`src/design/diag_flag_pkg.sv`:
```
// shared constants and carrier types for the diagnostic flag bank
package diag_flag_pkg;

    // measurement channels
    localparam int NUM_MEAS      = 5;
    localparam int MEAS_TEMP     = 0;
    localparam int MEAS_SUPPLY   = 1;
    localparam int MEAS_BIAS     = 2;
    localparam int MEAS_TXPWR    = 3;
    localparam int MEAS_RXPWR    = 4;
    localparam int MEAS_WIDTH    = 16;

    // two-wire bus: 7-bit device address of the diagnostic page
    localparam logic [6:0] DEV_ADDR = 7'h51;

    // byte offsets on the diagnostic page
    localparam logic [7:0] OFS_STATUS_CONTROL = 8'h6E;
    localparam logic [7:0] OFS_ALARM_PRIMARY  = 8'h70;
    localparam logic [7:0] OFS_ALARM_RECEIVE  = 8'h71;
    localparam logic [7:0] OFS_WARN_PRIMARY   = 8'h74;
    localparam logic [7:0] OFS_WARN_RECEIVE   = 8'h75;

    // field positions
    localparam int BIT_TEMP_HIGH   = 7;
    localparam int BIT_TEMP_LOW    = 6;
    localparam int BIT_SUPPLY_HIGH = 5;
    localparam int BIT_SUPPLY_LOW  = 4;
    localparam int BIT_BIAS_HIGH   = 3;
    localparam int BIT_BIAS_LOW    = 2;
    localparam int BIT_TXPWR_HIGH  = 1;
    localparam int BIT_TXPWR_LOW   = 0;
    localparam int BIT_RXPWR_HIGH  = 7;
    localparam int BIT_RXPWR_LOW   = 6;
    localparam int BIT_DATA_NREADY = 0;

    // reset values
    localparam logic [7:0] FLAGS_RESET   = 8'h00;
    localparam logic       NREADY_RESET  = 1'b1;

    typedef logic [MEAS_WIDTH-1:0] meas_word_t;
    typedef meas_word_t [NUM_MEAS-1:0] meas_set_t;

    typedef struct packed {
        meas_word_t highAlarm;
        meas_word_t lowAlarm;
        meas_word_t highWarn;
        meas_word_t lowWarn;
    } limit_set_t;

    typedef limit_set_t [NUM_MEAS-1:0] limit_table_t;

    typedef struct packed {
        logic highAlarm;
        logic lowAlarm;
        logic highWarn;
        logic lowWarn;
    } flag_set_t;

    typedef flag_set_t [NUM_MEAS-1:0] flag_table_t;

    // two-wire slave states
    typedef enum logic [3:0] {
        S_IDLE, S_ADDR, S_ADDR_ACK, S_WADDR, S_WADDR_ACK,
        S_WDATA, S_WDATA_ACK, S_RDATA, S_RDATA_ACK
    } serial_state_t;

endpackage : diag_flag_pkg

```
`src/design/diag_limit_compare.sv`:
```
// one measurement against its four limits, refreshed on each update
`timescale 1ns/1ps
`default_nettype none
module diag_limit_compare
    import diag_flag_pkg::*;
#(
    parameter bit IS_SIGNED = 1'b0
) (
    input  wire logic       clk,
    input  wire logic       rst_n,
    input  wire logic       update,
    input  wire meas_word_t value,
    input  wire limit_set_t limits,
    output flag_set_t       flags
);

    flag_set_t state;
    flag_set_t next_state;

    // order-preserving key: flip sign bit for signed data
    function automatic meas_word_t orderKey(input meas_word_t v);
        orderKey = {v[MEAS_WIDTH-1] ^ IS_SIGNED, v[MEAS_WIDTH-2:0]};
    endfunction : orderKey

    // flags follow the present comparison, no latching
    always_comb begin
        next_state = state;
        if (update) begin
            next_state.highAlarm = orderKey(value) > orderKey(limits.highAlarm);
            next_state.lowAlarm  = orderKey(value) < orderKey(limits.lowAlarm);
            next_state.highWarn  = orderKey(value) > orderKey(limits.highWarn);
            next_state.lowWarn   = orderKey(value) < orderKey(limits.lowWarn);
        end
    end

    always_ff @(posedge clk) begin
        if (!rst_n) begin
            state <= '0;
        end else begin
            state <= next_state;
        end
    end

    assign flags = state;

endmodule : diag_limit_compare
`default_nettype wire

```
`src/design/diag_ready_track.sv`:
```
// active-low data-ready indication
`timescale 1ns/1ps
`default_nettype none
module diag_ready_track
    import diag_flag_pkg::*;
(
    input  wire logic clk,
    input  wire logic rst_n,
    input  wire logic measUpdate,
    input  wire logic measValid,
    output logic      readyBar
);

    logic state;
    logic next_state;

    // cleared on the first valid update, set again when data is lost
    always_comb begin
        next_state = state;
        if (!measValid) begin
            next_state = 1'b1;
        end else if (measUpdate) begin
            next_state = 1'b0;
        end
    end

    always_ff @(posedge clk) begin
        if (!rst_n) begin
            state <= NREADY_RESET;
        end else begin
            state <= next_state;
        end
    end

    assign readyBar = state;

endmodule : diag_ready_track
`default_nettype wire

```
`src/design/diag_threshold_flag_bank.sv`:
```
// diagnostic flag bank with its two-wire serial read access
//
// Behaviour
// RULE1 - temperature above high alarm limit sets byte 112 bit 7; below low sets bit 6
// RULE2 - temperature low alarm shows in byte 112 bit 6
// RULE3 - supply voltage above high alarm limit sets byte 112 bit 5
// RULE4 - supply voltage below low alarm limit sets byte 112 bit 4
// RULE5 - laser bias above high alarm limit sets byte 112 bit 3
// RULE6 - laser bias below low alarm limit sets byte 112 bit 2
// RULE7 - transmit power above high alarm limit sets byte 112 bit 1
// RULE8 - transmit power below low alarm limit sets byte 112 bit 0
// RULE9 - receive power high alarm in byte 113 bit 7; low in bit 6; rest reserved
// RULE10 - receive power below low alarm limit sets byte 113 bit 6
// RULE11 - temperature high and low warnings in byte 116 bits 7 and 6
// RULE12 - supply voltage high and low warnings in byte 116 bits 5 and 4
// RULE13 - laser bias high and low warnings in byte 116 bits 3 and 2
// RULE14 - transmit power high and low warnings in byte 116 bits 1 and 0
// RULE15 - receive power high warning in byte 117 bit 7, low warning also there
// RULE16 - active-low data-ready bit clears only once valid measurements exist
// RULE17 - low flags mean below limit; receive low warning bit 6; reserved read zero
// RULE18 - every flag recomputed on each update, following the present comparison
`timescale 1ns/1ps
`default_nettype none
module diag_threshold_flag_bank
    import diag_flag_pkg::*;
(
    input  wire logic         clk,
    input  wire logic         rst_n,
    input  wire meas_set_t    measValue,
    input  wire logic         measUpdate,
    input  wire logic         measValid,
    input  wire limit_table_t limits,
    input  wire logic         scl,
    input  wire logic         sdaIn,
    output logic              sdaOut,
    output logic              sdaOe,
    output logic              dataReadyBar
);

    ////////////////////////////////////////////////////////////////////////
    // comparators

    flag_table_t flags;
    logic        readyBar;

    // one comparator per measurement, temperature is signed
    for (genvar i = 0; i < NUM_MEAS; i++) begin : g_cmp
        diag_limit_compare #(
            .IS_SIGNED (i == MEAS_TEMP)
        ) u_cmp (
            .clk    (clk),
            .rst_n  (rst_n),
            .update (measUpdate),      // see RULE18
            .value  (measValue[i]),
            .limits (limits[i]),
            .flags  (flags[i])
        );
    end

    diag_ready_track u_ready (
        .clk        (clk),
        .rst_n      (rst_n),
        .measUpdate (measUpdate),
        .measValid  (measValid),
        .readyBar   (readyBar)        // see RULE16
    );

    assign dataReadyBar = readyBar;

    ////////////////////////////////////////////////////////////////////////
    // flag bytes

    logic [7:0] alarmPrimary;
    logic [7:0] alarmReceive;
    logic [7:0] warnPrimary;
    logic [7:0] warnReceive;
    logic [7:0] statusControl;

    // alarm byte assembly
    always_comb begin
        alarmPrimary                  = FLAGS_RESET;
        alarmPrimary[BIT_TEMP_HIGH]   = flags[MEAS_TEMP].highAlarm;    // see RULE1
        alarmPrimary[BIT_TEMP_LOW]    = flags[MEAS_TEMP].lowAlarm;     // see RULE2
        alarmPrimary[BIT_SUPPLY_HIGH] = flags[MEAS_SUPPLY].highAlarm;  // see RULE3
        alarmPrimary[BIT_SUPPLY_LOW]  = flags[MEAS_SUPPLY].lowAlarm;   // see RULE4
        alarmPrimary[BIT_BIAS_HIGH]   = flags[MEAS_BIAS].highAlarm;    // see RULE5
        alarmPrimary[BIT_BIAS_LOW]    = flags[MEAS_BIAS].lowAlarm;     // see RULE6
        alarmPrimary[BIT_TXPWR_HIGH]  = flags[MEAS_TXPWR].highAlarm;   // see RULE7
        alarmPrimary[BIT_TXPWR_LOW]   = flags[MEAS_TXPWR].lowAlarm;    // see RULE8
        alarmReceive                  = FLAGS_RESET;                   // see RULE17
        alarmReceive[BIT_RXPWR_HIGH]  = flags[MEAS_RXPWR].highAlarm;   // see RULE9
        alarmReceive[BIT_RXPWR_LOW]   = flags[MEAS_RXPWR].lowAlarm;    // see RULE10
    end

    // warning byte assembly
    always_comb begin
        warnPrimary                  = FLAGS_RESET;
        warnPrimary[BIT_TEMP_HIGH]   = flags[MEAS_TEMP].highWarn;      // see RULE11
        warnPrimary[BIT_TEMP_LOW]    = flags[MEAS_TEMP].lowWarn;       // see RULE11
        warnPrimary[BIT_SUPPLY_HIGH] = flags[MEAS_SUPPLY].highWarn;    // see RULE12
        warnPrimary[BIT_SUPPLY_LOW]  = flags[MEAS_SUPPLY].lowWarn;     // see RULE12
        warnPrimary[BIT_BIAS_HIGH]   = flags[MEAS_BIAS].highWarn;      // see RULE13
        warnPrimary[BIT_BIAS_LOW]    = flags[MEAS_BIAS].lowWarn;       // see RULE13
        warnPrimary[BIT_TXPWR_HIGH]  = flags[MEAS_TXPWR].highWarn;     // see RULE14
        warnPrimary[BIT_TXPWR_LOW]   = flags[MEAS_TXPWR].lowWarn;      // see RULE14
        warnReceive                  = FLAGS_RESET;                    // see RULE17
        warnReceive[BIT_RXPWR_HIGH]  = flags[MEAS_RXPWR].highWarn;     // see RULE15
        warnReceive[BIT_RXPWR_LOW]   = flags[MEAS_RXPWR].lowWarn;      // see RULE17
        statusControl                = FLAGS_RESET;
        statusControl[BIT_DATA_NREADY] = readyBar;                     // see RULE16
    end

    // byte read decode, unmapped bytes read zero
    function automatic logic [7:0] readByte(input logic [7:0] addr);
        if (addr == OFS_ALARM_PRIMARY) begin
            readByte = alarmPrimary;
        end else if (addr == OFS_ALARM_RECEIVE) begin
            readByte = alarmReceive;
        end else if (addr == OFS_WARN_PRIMARY) begin
            readByte = warnPrimary;
        end else if (addr == OFS_WARN_RECEIVE) begin
            readByte = warnReceive;
        end else if (addr == OFS_STATUS_CONTROL) begin
            readByte = statusControl;
        end else begin
            readByte = FLAGS_RESET;
        end
    endfunction : readByte

    ////////////////////////////////////////////////////////////////////////
    // two-wire slave

    typedef struct packed {
        serial_state_t phase;
        logic          sclPrev;
        logic          sdaPrev;
        logic [3:0]    bitCnt;
        logic [7:0]    shift;
        logic [7:0]    wordAddr;
        logic          isRead;
        logic          masterNack;
        logic          sdaOe;
        logic          sdaOut;
    } slave_state_t;

    slave_state_t st;
    slave_state_t next_st;
    logic         sclRise;
    logic         sclFall;
    logic         startCond;
    logic         stopCond;
    logic [7:0]   loadByte;

    // bus event detection
    assign sclRise   = scl & ~st.sclPrev;
    assign sclFall   = ~scl & st.sclPrev;
    assign startCond = scl & st.sclPrev & st.sdaPrev & ~sdaIn;
    assign stopCond  = scl & st.sclPrev & ~st.sdaPrev & sdaIn;

    // byte the slave loads next, taken as a snapshot at the load
    always_comb begin
        loadByte = readByte(st.wordAddr);
    end

    // protocol sequencing: sample on scl rise, drive on scl fall
    always_comb begin
        next_st         = st;
        next_st.sclPrev = scl;
        next_st.sdaPrev = sdaIn;
        if (startCond) begin
            next_st.phase  = S_ADDR;
            next_st.bitCnt = 4'h0;
            next_st.sdaOe  = 1'b0;
        end else if (stopCond) begin
            next_st.phase = S_IDLE;
            next_st.sdaOe = 1'b0;
        end else if (sclRise) begin
            case (st.phase)
                S_ADDR, S_WADDR, S_WDATA: begin
                    next_st.shift  = {st.shift[6:0], sdaIn};
                    next_st.bitCnt = st.bitCnt + 4'h1;
                end
                S_RDATA_ACK: begin
                    next_st.masterNack = sdaIn;
                end
                default: begin
                end
            endcase
        end else if (sclFall) begin
            case (st.phase)
                S_ADDR: begin
                    if (st.bitCnt == 4'h8) begin
                        if (st.shift[7:1] == DEV_ADDR) begin
                            next_st.isRead = st.shift[0];
                            next_st.sdaOe  = 1'b1;
                            next_st.phase  = S_ADDR_ACK;
                        end else begin
                            next_st.phase = S_IDLE;
                        end
                    end
                end
                S_ADDR_ACK, S_RDATA_ACK: begin
                    if (st.phase == S_ADDR_ACK && !st.isRead) begin
                        next_st.sdaOe  = 1'b0;
                        next_st.bitCnt = 4'h0;
                        next_st.phase  = S_WADDR;
                    end else if (st.phase == S_RDATA_ACK && st.masterNack) begin
                        next_st.sdaOe = 1'b0;
                        next_st.phase = S_IDLE;
                    end else begin
                        next_st.shift  = loadByte << 1;
                        next_st.sdaOe  = ~loadByte[7];
                        next_st.bitCnt = 4'h1;
                        next_st.phase  = S_RDATA;
                    end
                end
                S_WADDR, S_WDATA: begin
                    if (st.bitCnt == 4'h8) begin
                        next_st.sdaOe = 1'b1;
                        next_st.phase = (st.phase == S_WADDR) ? S_WADDR_ACK : S_WDATA_ACK;
                    end
                end
                S_WADDR_ACK: begin
                    next_st.wordAddr = st.shift;
                    next_st.sdaOe    = 1'b0;
                    next_st.bitCnt   = 4'h0;
                    next_st.phase    = S_WDATA;
                end
                S_WDATA_ACK: begin
                    // flag bytes are read-only, written data is dropped
                    next_st.wordAddr = st.wordAddr + 8'h01;
                    next_st.sdaOe    = 1'b0;
                    next_st.bitCnt   = 4'h0;
                    next_st.phase    = S_WDATA;
                end
                S_RDATA: begin
                    if (st.bitCnt == 4'h8) begin
                        next_st.sdaOe    = 1'b0;
                        next_st.wordAddr = st.wordAddr + 8'h01;
                        next_st.phase    = S_RDATA_ACK;
                    end else begin
                        next_st.sdaOe  = ~st.shift[7];
                        next_st.shift  = st.shift << 1;
                        next_st.bitCnt = st.bitCnt + 4'h1;
                    end
                end
                default: begin
                end
            endcase
        end
    end

    always_ff @(posedge clk) begin
        if (!rst_n) begin
            st       <= '0;
            st.phase <= S_IDLE;
            st.sclPrev <= 1'b1;
            st.sdaPrev <= 1'b1;
        end else begin
            st <= next_st;
        end
    end

    // open drain: only ever pull low
    assign sdaOut = st.sdaOut;
    assign sdaOe  = st.sdaOe;

endmodule : diag_threshold_flag_bank
`default_nettype wire
```
`config.mk`:
```
export PLATFORM = sky130hd
export DESIGN_NAME = diag_threshold_flag_bank
export DESIGN_NICKNAME = d
export VERILOG_FILES = /design/src/design/diag_flag_pkg.sv /design/src/design/diag_limit_compare.sv /design/src/design/diag_ready_track.sv /design/src/design/diag_threshold_flag_bank.sv
export SDC_FILE = /design/constraint.sdc
export NUM_CORES = 1
export LEC_CHECK = 0
export BUFFER_PORTS_ARGS = -buffer_cell sky130_fd_sc_hd__buf_2
export CAP_MARGIN = 30
export CORE_AREA = 2 2 160 162
export DETAILED_ROUTE_END_ITERATION = 7
export DIE_AREA = 0 0 162 164
export MAX_ROUTING_LAYER = met4
export PLACE_DENSITY = 0.83
export SYNTH_ARGS = -nofsm -noshare
export SYNTH_HDL_FRONTEND = slang
export SYNTH_SLANG_ARGS = --single-unit
```
`constraint.sdc`:
```
create_clock -name clk -period 2 [get_ports clk]
set_input_delay 0.4 -clock clk [delete_from_list [all_inputs] [get_ports clk]]
set_output_delay 0.4 -clock clk [all_outputs]
set_load 0.1 [all_outputs]
```
==> summary.txt <==
Detailed routing
  • Via density: about 5.4
  • WL/cell: roughly 16 um
  • 1st-iter DRT viols: approximately 570
  • Vias post-DR: approximately 12,000
  • Total wire length: 36,000 um
  • ANT nets after route: 0
  • Residual DRC: 0
  • Drt pass-1 iters: 7

Floorplan
  • Die Area: around 27,000 sq um
  • Starting Density: approximately 44%
  • Io pins: approximately 400
  • Placeable core area: ~25,000 sq um
  • Rows: just under 60
  • Die width: 162 um
  • Die H: 164 um

Critical path
  • Setup crit end kind: register
  • CP arrival: between 2 and 2.5 ns
  • CP cell instances: inv_2, ha_4, inv_2, or4b_4, nor4_4, buf_4, a22oi_2, a211oi_2
  • CP dominant cell by count: inv_2
  • WS Path Type: reg -> reg
  • Cell depth of the worst setup path: 8
  • Startpoint types: register
  • Buf+Inv Stages, Crit Path: 3
  • R2R cell count: 8
  • Max FO, Critical Path: 5
  • Slowest CP cell: or4b_4
  • CP delay by family, top: simple AND/OR/NAND/NOR gates
  • CP max stage delay: about 0.56 ns
  • Required @ worst endpoint: 2.22 ns

Timing
  • Fmax: approximately 0.51 GHz
  • # setup viols final: 0
  • Period utilization: a little over nine tenths
  • Fin crit period: ~2 ns
  • Clk_skew: between 0.01 and 0.015 ns
  • Fin. max-slew vios: 0
  • Hold Vio Cnt, Final: 0
  • Fin worst setup slack: roughly 0.035 ns
  • Worst slew margin: around 64%
  • Worst-Margin Slew: roughly 0.53 ns

GRT
  • Initial antenna violation count: 6
  • GRT Total Usage: between 20 and 30%
  • Largest net degree at the start of global routing: 30
  • GRT Residual Overflow: 0
  • Number of global-route vias before repair: roughly 12,000
  • First-pass GRT wire length: 56,500 um

Clock tree
  • Clock Latency Late Sink: slightly above 0.3 ns
  • CTS tree: built
  • H-tree depth: 2
  • Clock root cell: clkbuf_16
  • Clock-pin slew on the worst setup and hold paths: around 0.080 ns
  • # clock sinks: 50
  • CTS buffer count: 5
  • Maximum clock path buffer count: 2

Hold path
  • Hold path cells: 2
  • Hold Path Class: in -> reg

Placement
  • DP Area: 13,700 sq um
  • Inst Count DP: 2,230
  • RD Place Congestion: ~1
  • Place WS: -0.159 ns
  • # port buffers: ~410
  • HPWL after DPL: about 31,000 um

Synthesis
  • Top FF cell, synth: dfxtp_1
  • Synth top cells by count: inv_1 (350), ha_1 (320), a21oi_1 (103)
  • XOR/XNOR share of the synthesized area: 0.161%
  • Post-synth top area share: around 37%
  • Synth async-reset ratio: 0%
  • EDFF count, synth: 0
  • Largest family of logic cells by synthesized area: adder cells
  • Post-synthesis compound-gate area fraction: between 20% and 30%
  • Register bit count reported by yosys: 50
  • Syn Area/Cell: approximately 7.4 sq um
  • Cells after Synth: 1,463
  • Post-Synth Simple-Gate Area: approximately 17%
  • Synth area leaders: ha_1 (37%), inv_1 (12%), dfxtp_1 (9.2%)
  • Synthesized net count: roughly 2,200
  • Synth Area in Adders: between 30% and 40%
  • Most frequent cell after synthesis: inv_1
  • Yosys warning count: 0
  • Area leader, netlist: ha_1
  • Sequential fraction of the synthesis area: under 10%
  • Library cells used by synthesis: 73
  • Mapped Area: ~11,000 sq um
  • Multiplexer share of the synthesized area: under 10%

Power
  • Final Power: between 4000 and 5000 uW
  • VDD IR max: 0.266 mV
  • PD cells: ~310 nW/um^2
  • Static Leakage: just over 0.008 uW

Finish
  • Final design instance area without fill: roughly 14,000 sq um
  • Share of cells above drive strength 1: a little over a quarter
  • Final non-filler cell total: approximately 2,200
  • Area grow syn2layout: 28.3%
  • FF+latch area: about 1000 sq um
  • Area of the multi-input gates: 8520 sq um
  • Fill count: between 2,000 and 2,500
  • Nets: around 2,600

Job
  • Maxcap violations: 0

Outcome
  • Status: complete, no violations
## worst paths after layout
check | from | endpoint | slack [ns]
setup / recovery | st[4] | st[15] | 0.03
hold / removal | measValid | u_ready.readyBar | 0.28
setup reg to reg | st[4] | st[15] | 0.03
hold reg to reg | st[20] | st[20] | 0.47
## cells in the final DEF, fill, tap and decap left out, types with 9 or more instances in the layout
cell type  count
buf_4         58
a31oi_1       13
nor2_1        62
dfxtp_1       46
ha_1         319
o22ai_1       10
nand4_1       39
o221ai_1      18
or3_1          9
o21a_1        11
buf_2        408
nor2b_1       24
a21o_1        51
a211o_1       10
a21oi_1      103
nand2b_1      29
o21ai_0       39
inv_1        347
and4_1         9
nor3_1        22
nand2_1       62
a2111oi_0      9
nand3_1       51
## where the power goes
part	switching (uW)	leakage (uW)	internal [uW]
sequential	36.7	0.000409	1040
clock	448	0.0000771	505
combinational	1190	0.00768	1080
total	1670	0.00817	2620
## layout make-up
type	count	area share (%)
repair buffers	469	18.2
multi-input cells	1034	61.0
well taps	330	2.96
clock inverters	2	0.125
flip-flops and latches	50	7.20
diodes	5	0.0896
inverters	351	9.43
clock buffers	6	0.994
## registers in the layout, indices dropped and copies added (netlist names)
name,cells
g_cmp.u_cmp.flags,20
sdaOe,1
st,28
u_ready.readyBar,1
## per-layer routing
layer | global-route usage [%] | wire length [um] | vias up
met5 | - | 0 | -
met1 | 30.7 | 15200 | 5461
met3 | 3.16 | 2110 | 81
met4 | 9.25 | 1060 | 0
met2 | 48.5 | 17700 | 477
li1 | - | - | 6053
## stage by stage
step | setup TNS [ns] | hold slack, ns | utilization, %
CTS | 0 | 0.273 | 55.7
detailed placement | -1.15 | 0.473 | 55.1
finish | 0 | 0.279 | 56.3
global route | -0.0996 | 0.294 | 56.3
global placement | -0.455 | 0.452 | 55.1
floorplan | 0 | 0.438 | -
## what timing repair did
action | CTS | global route
resized for setup | 1 | 27
pin swaps | 2 | 9
cloned | 0 | 1
hold buffers | 0 | 0
setup endpoints to repair | 5 | 19
buffers inserted | 0 | 3
## cells by family (layout without fill, tap and decap cells)
logic type,Yosys count,after routing
flip-flops,50,50
buffers and inverters,379,828
AND/OR/NAND/NOR,345,345
other,1,6
AO/OA/AOI/OAI,353,353
adder cells (fa/ha/maj),320,320
multiplexers,13,13
XOR/XNOR,2,2
Note: power is estimated with default switching activity, not from simulation.
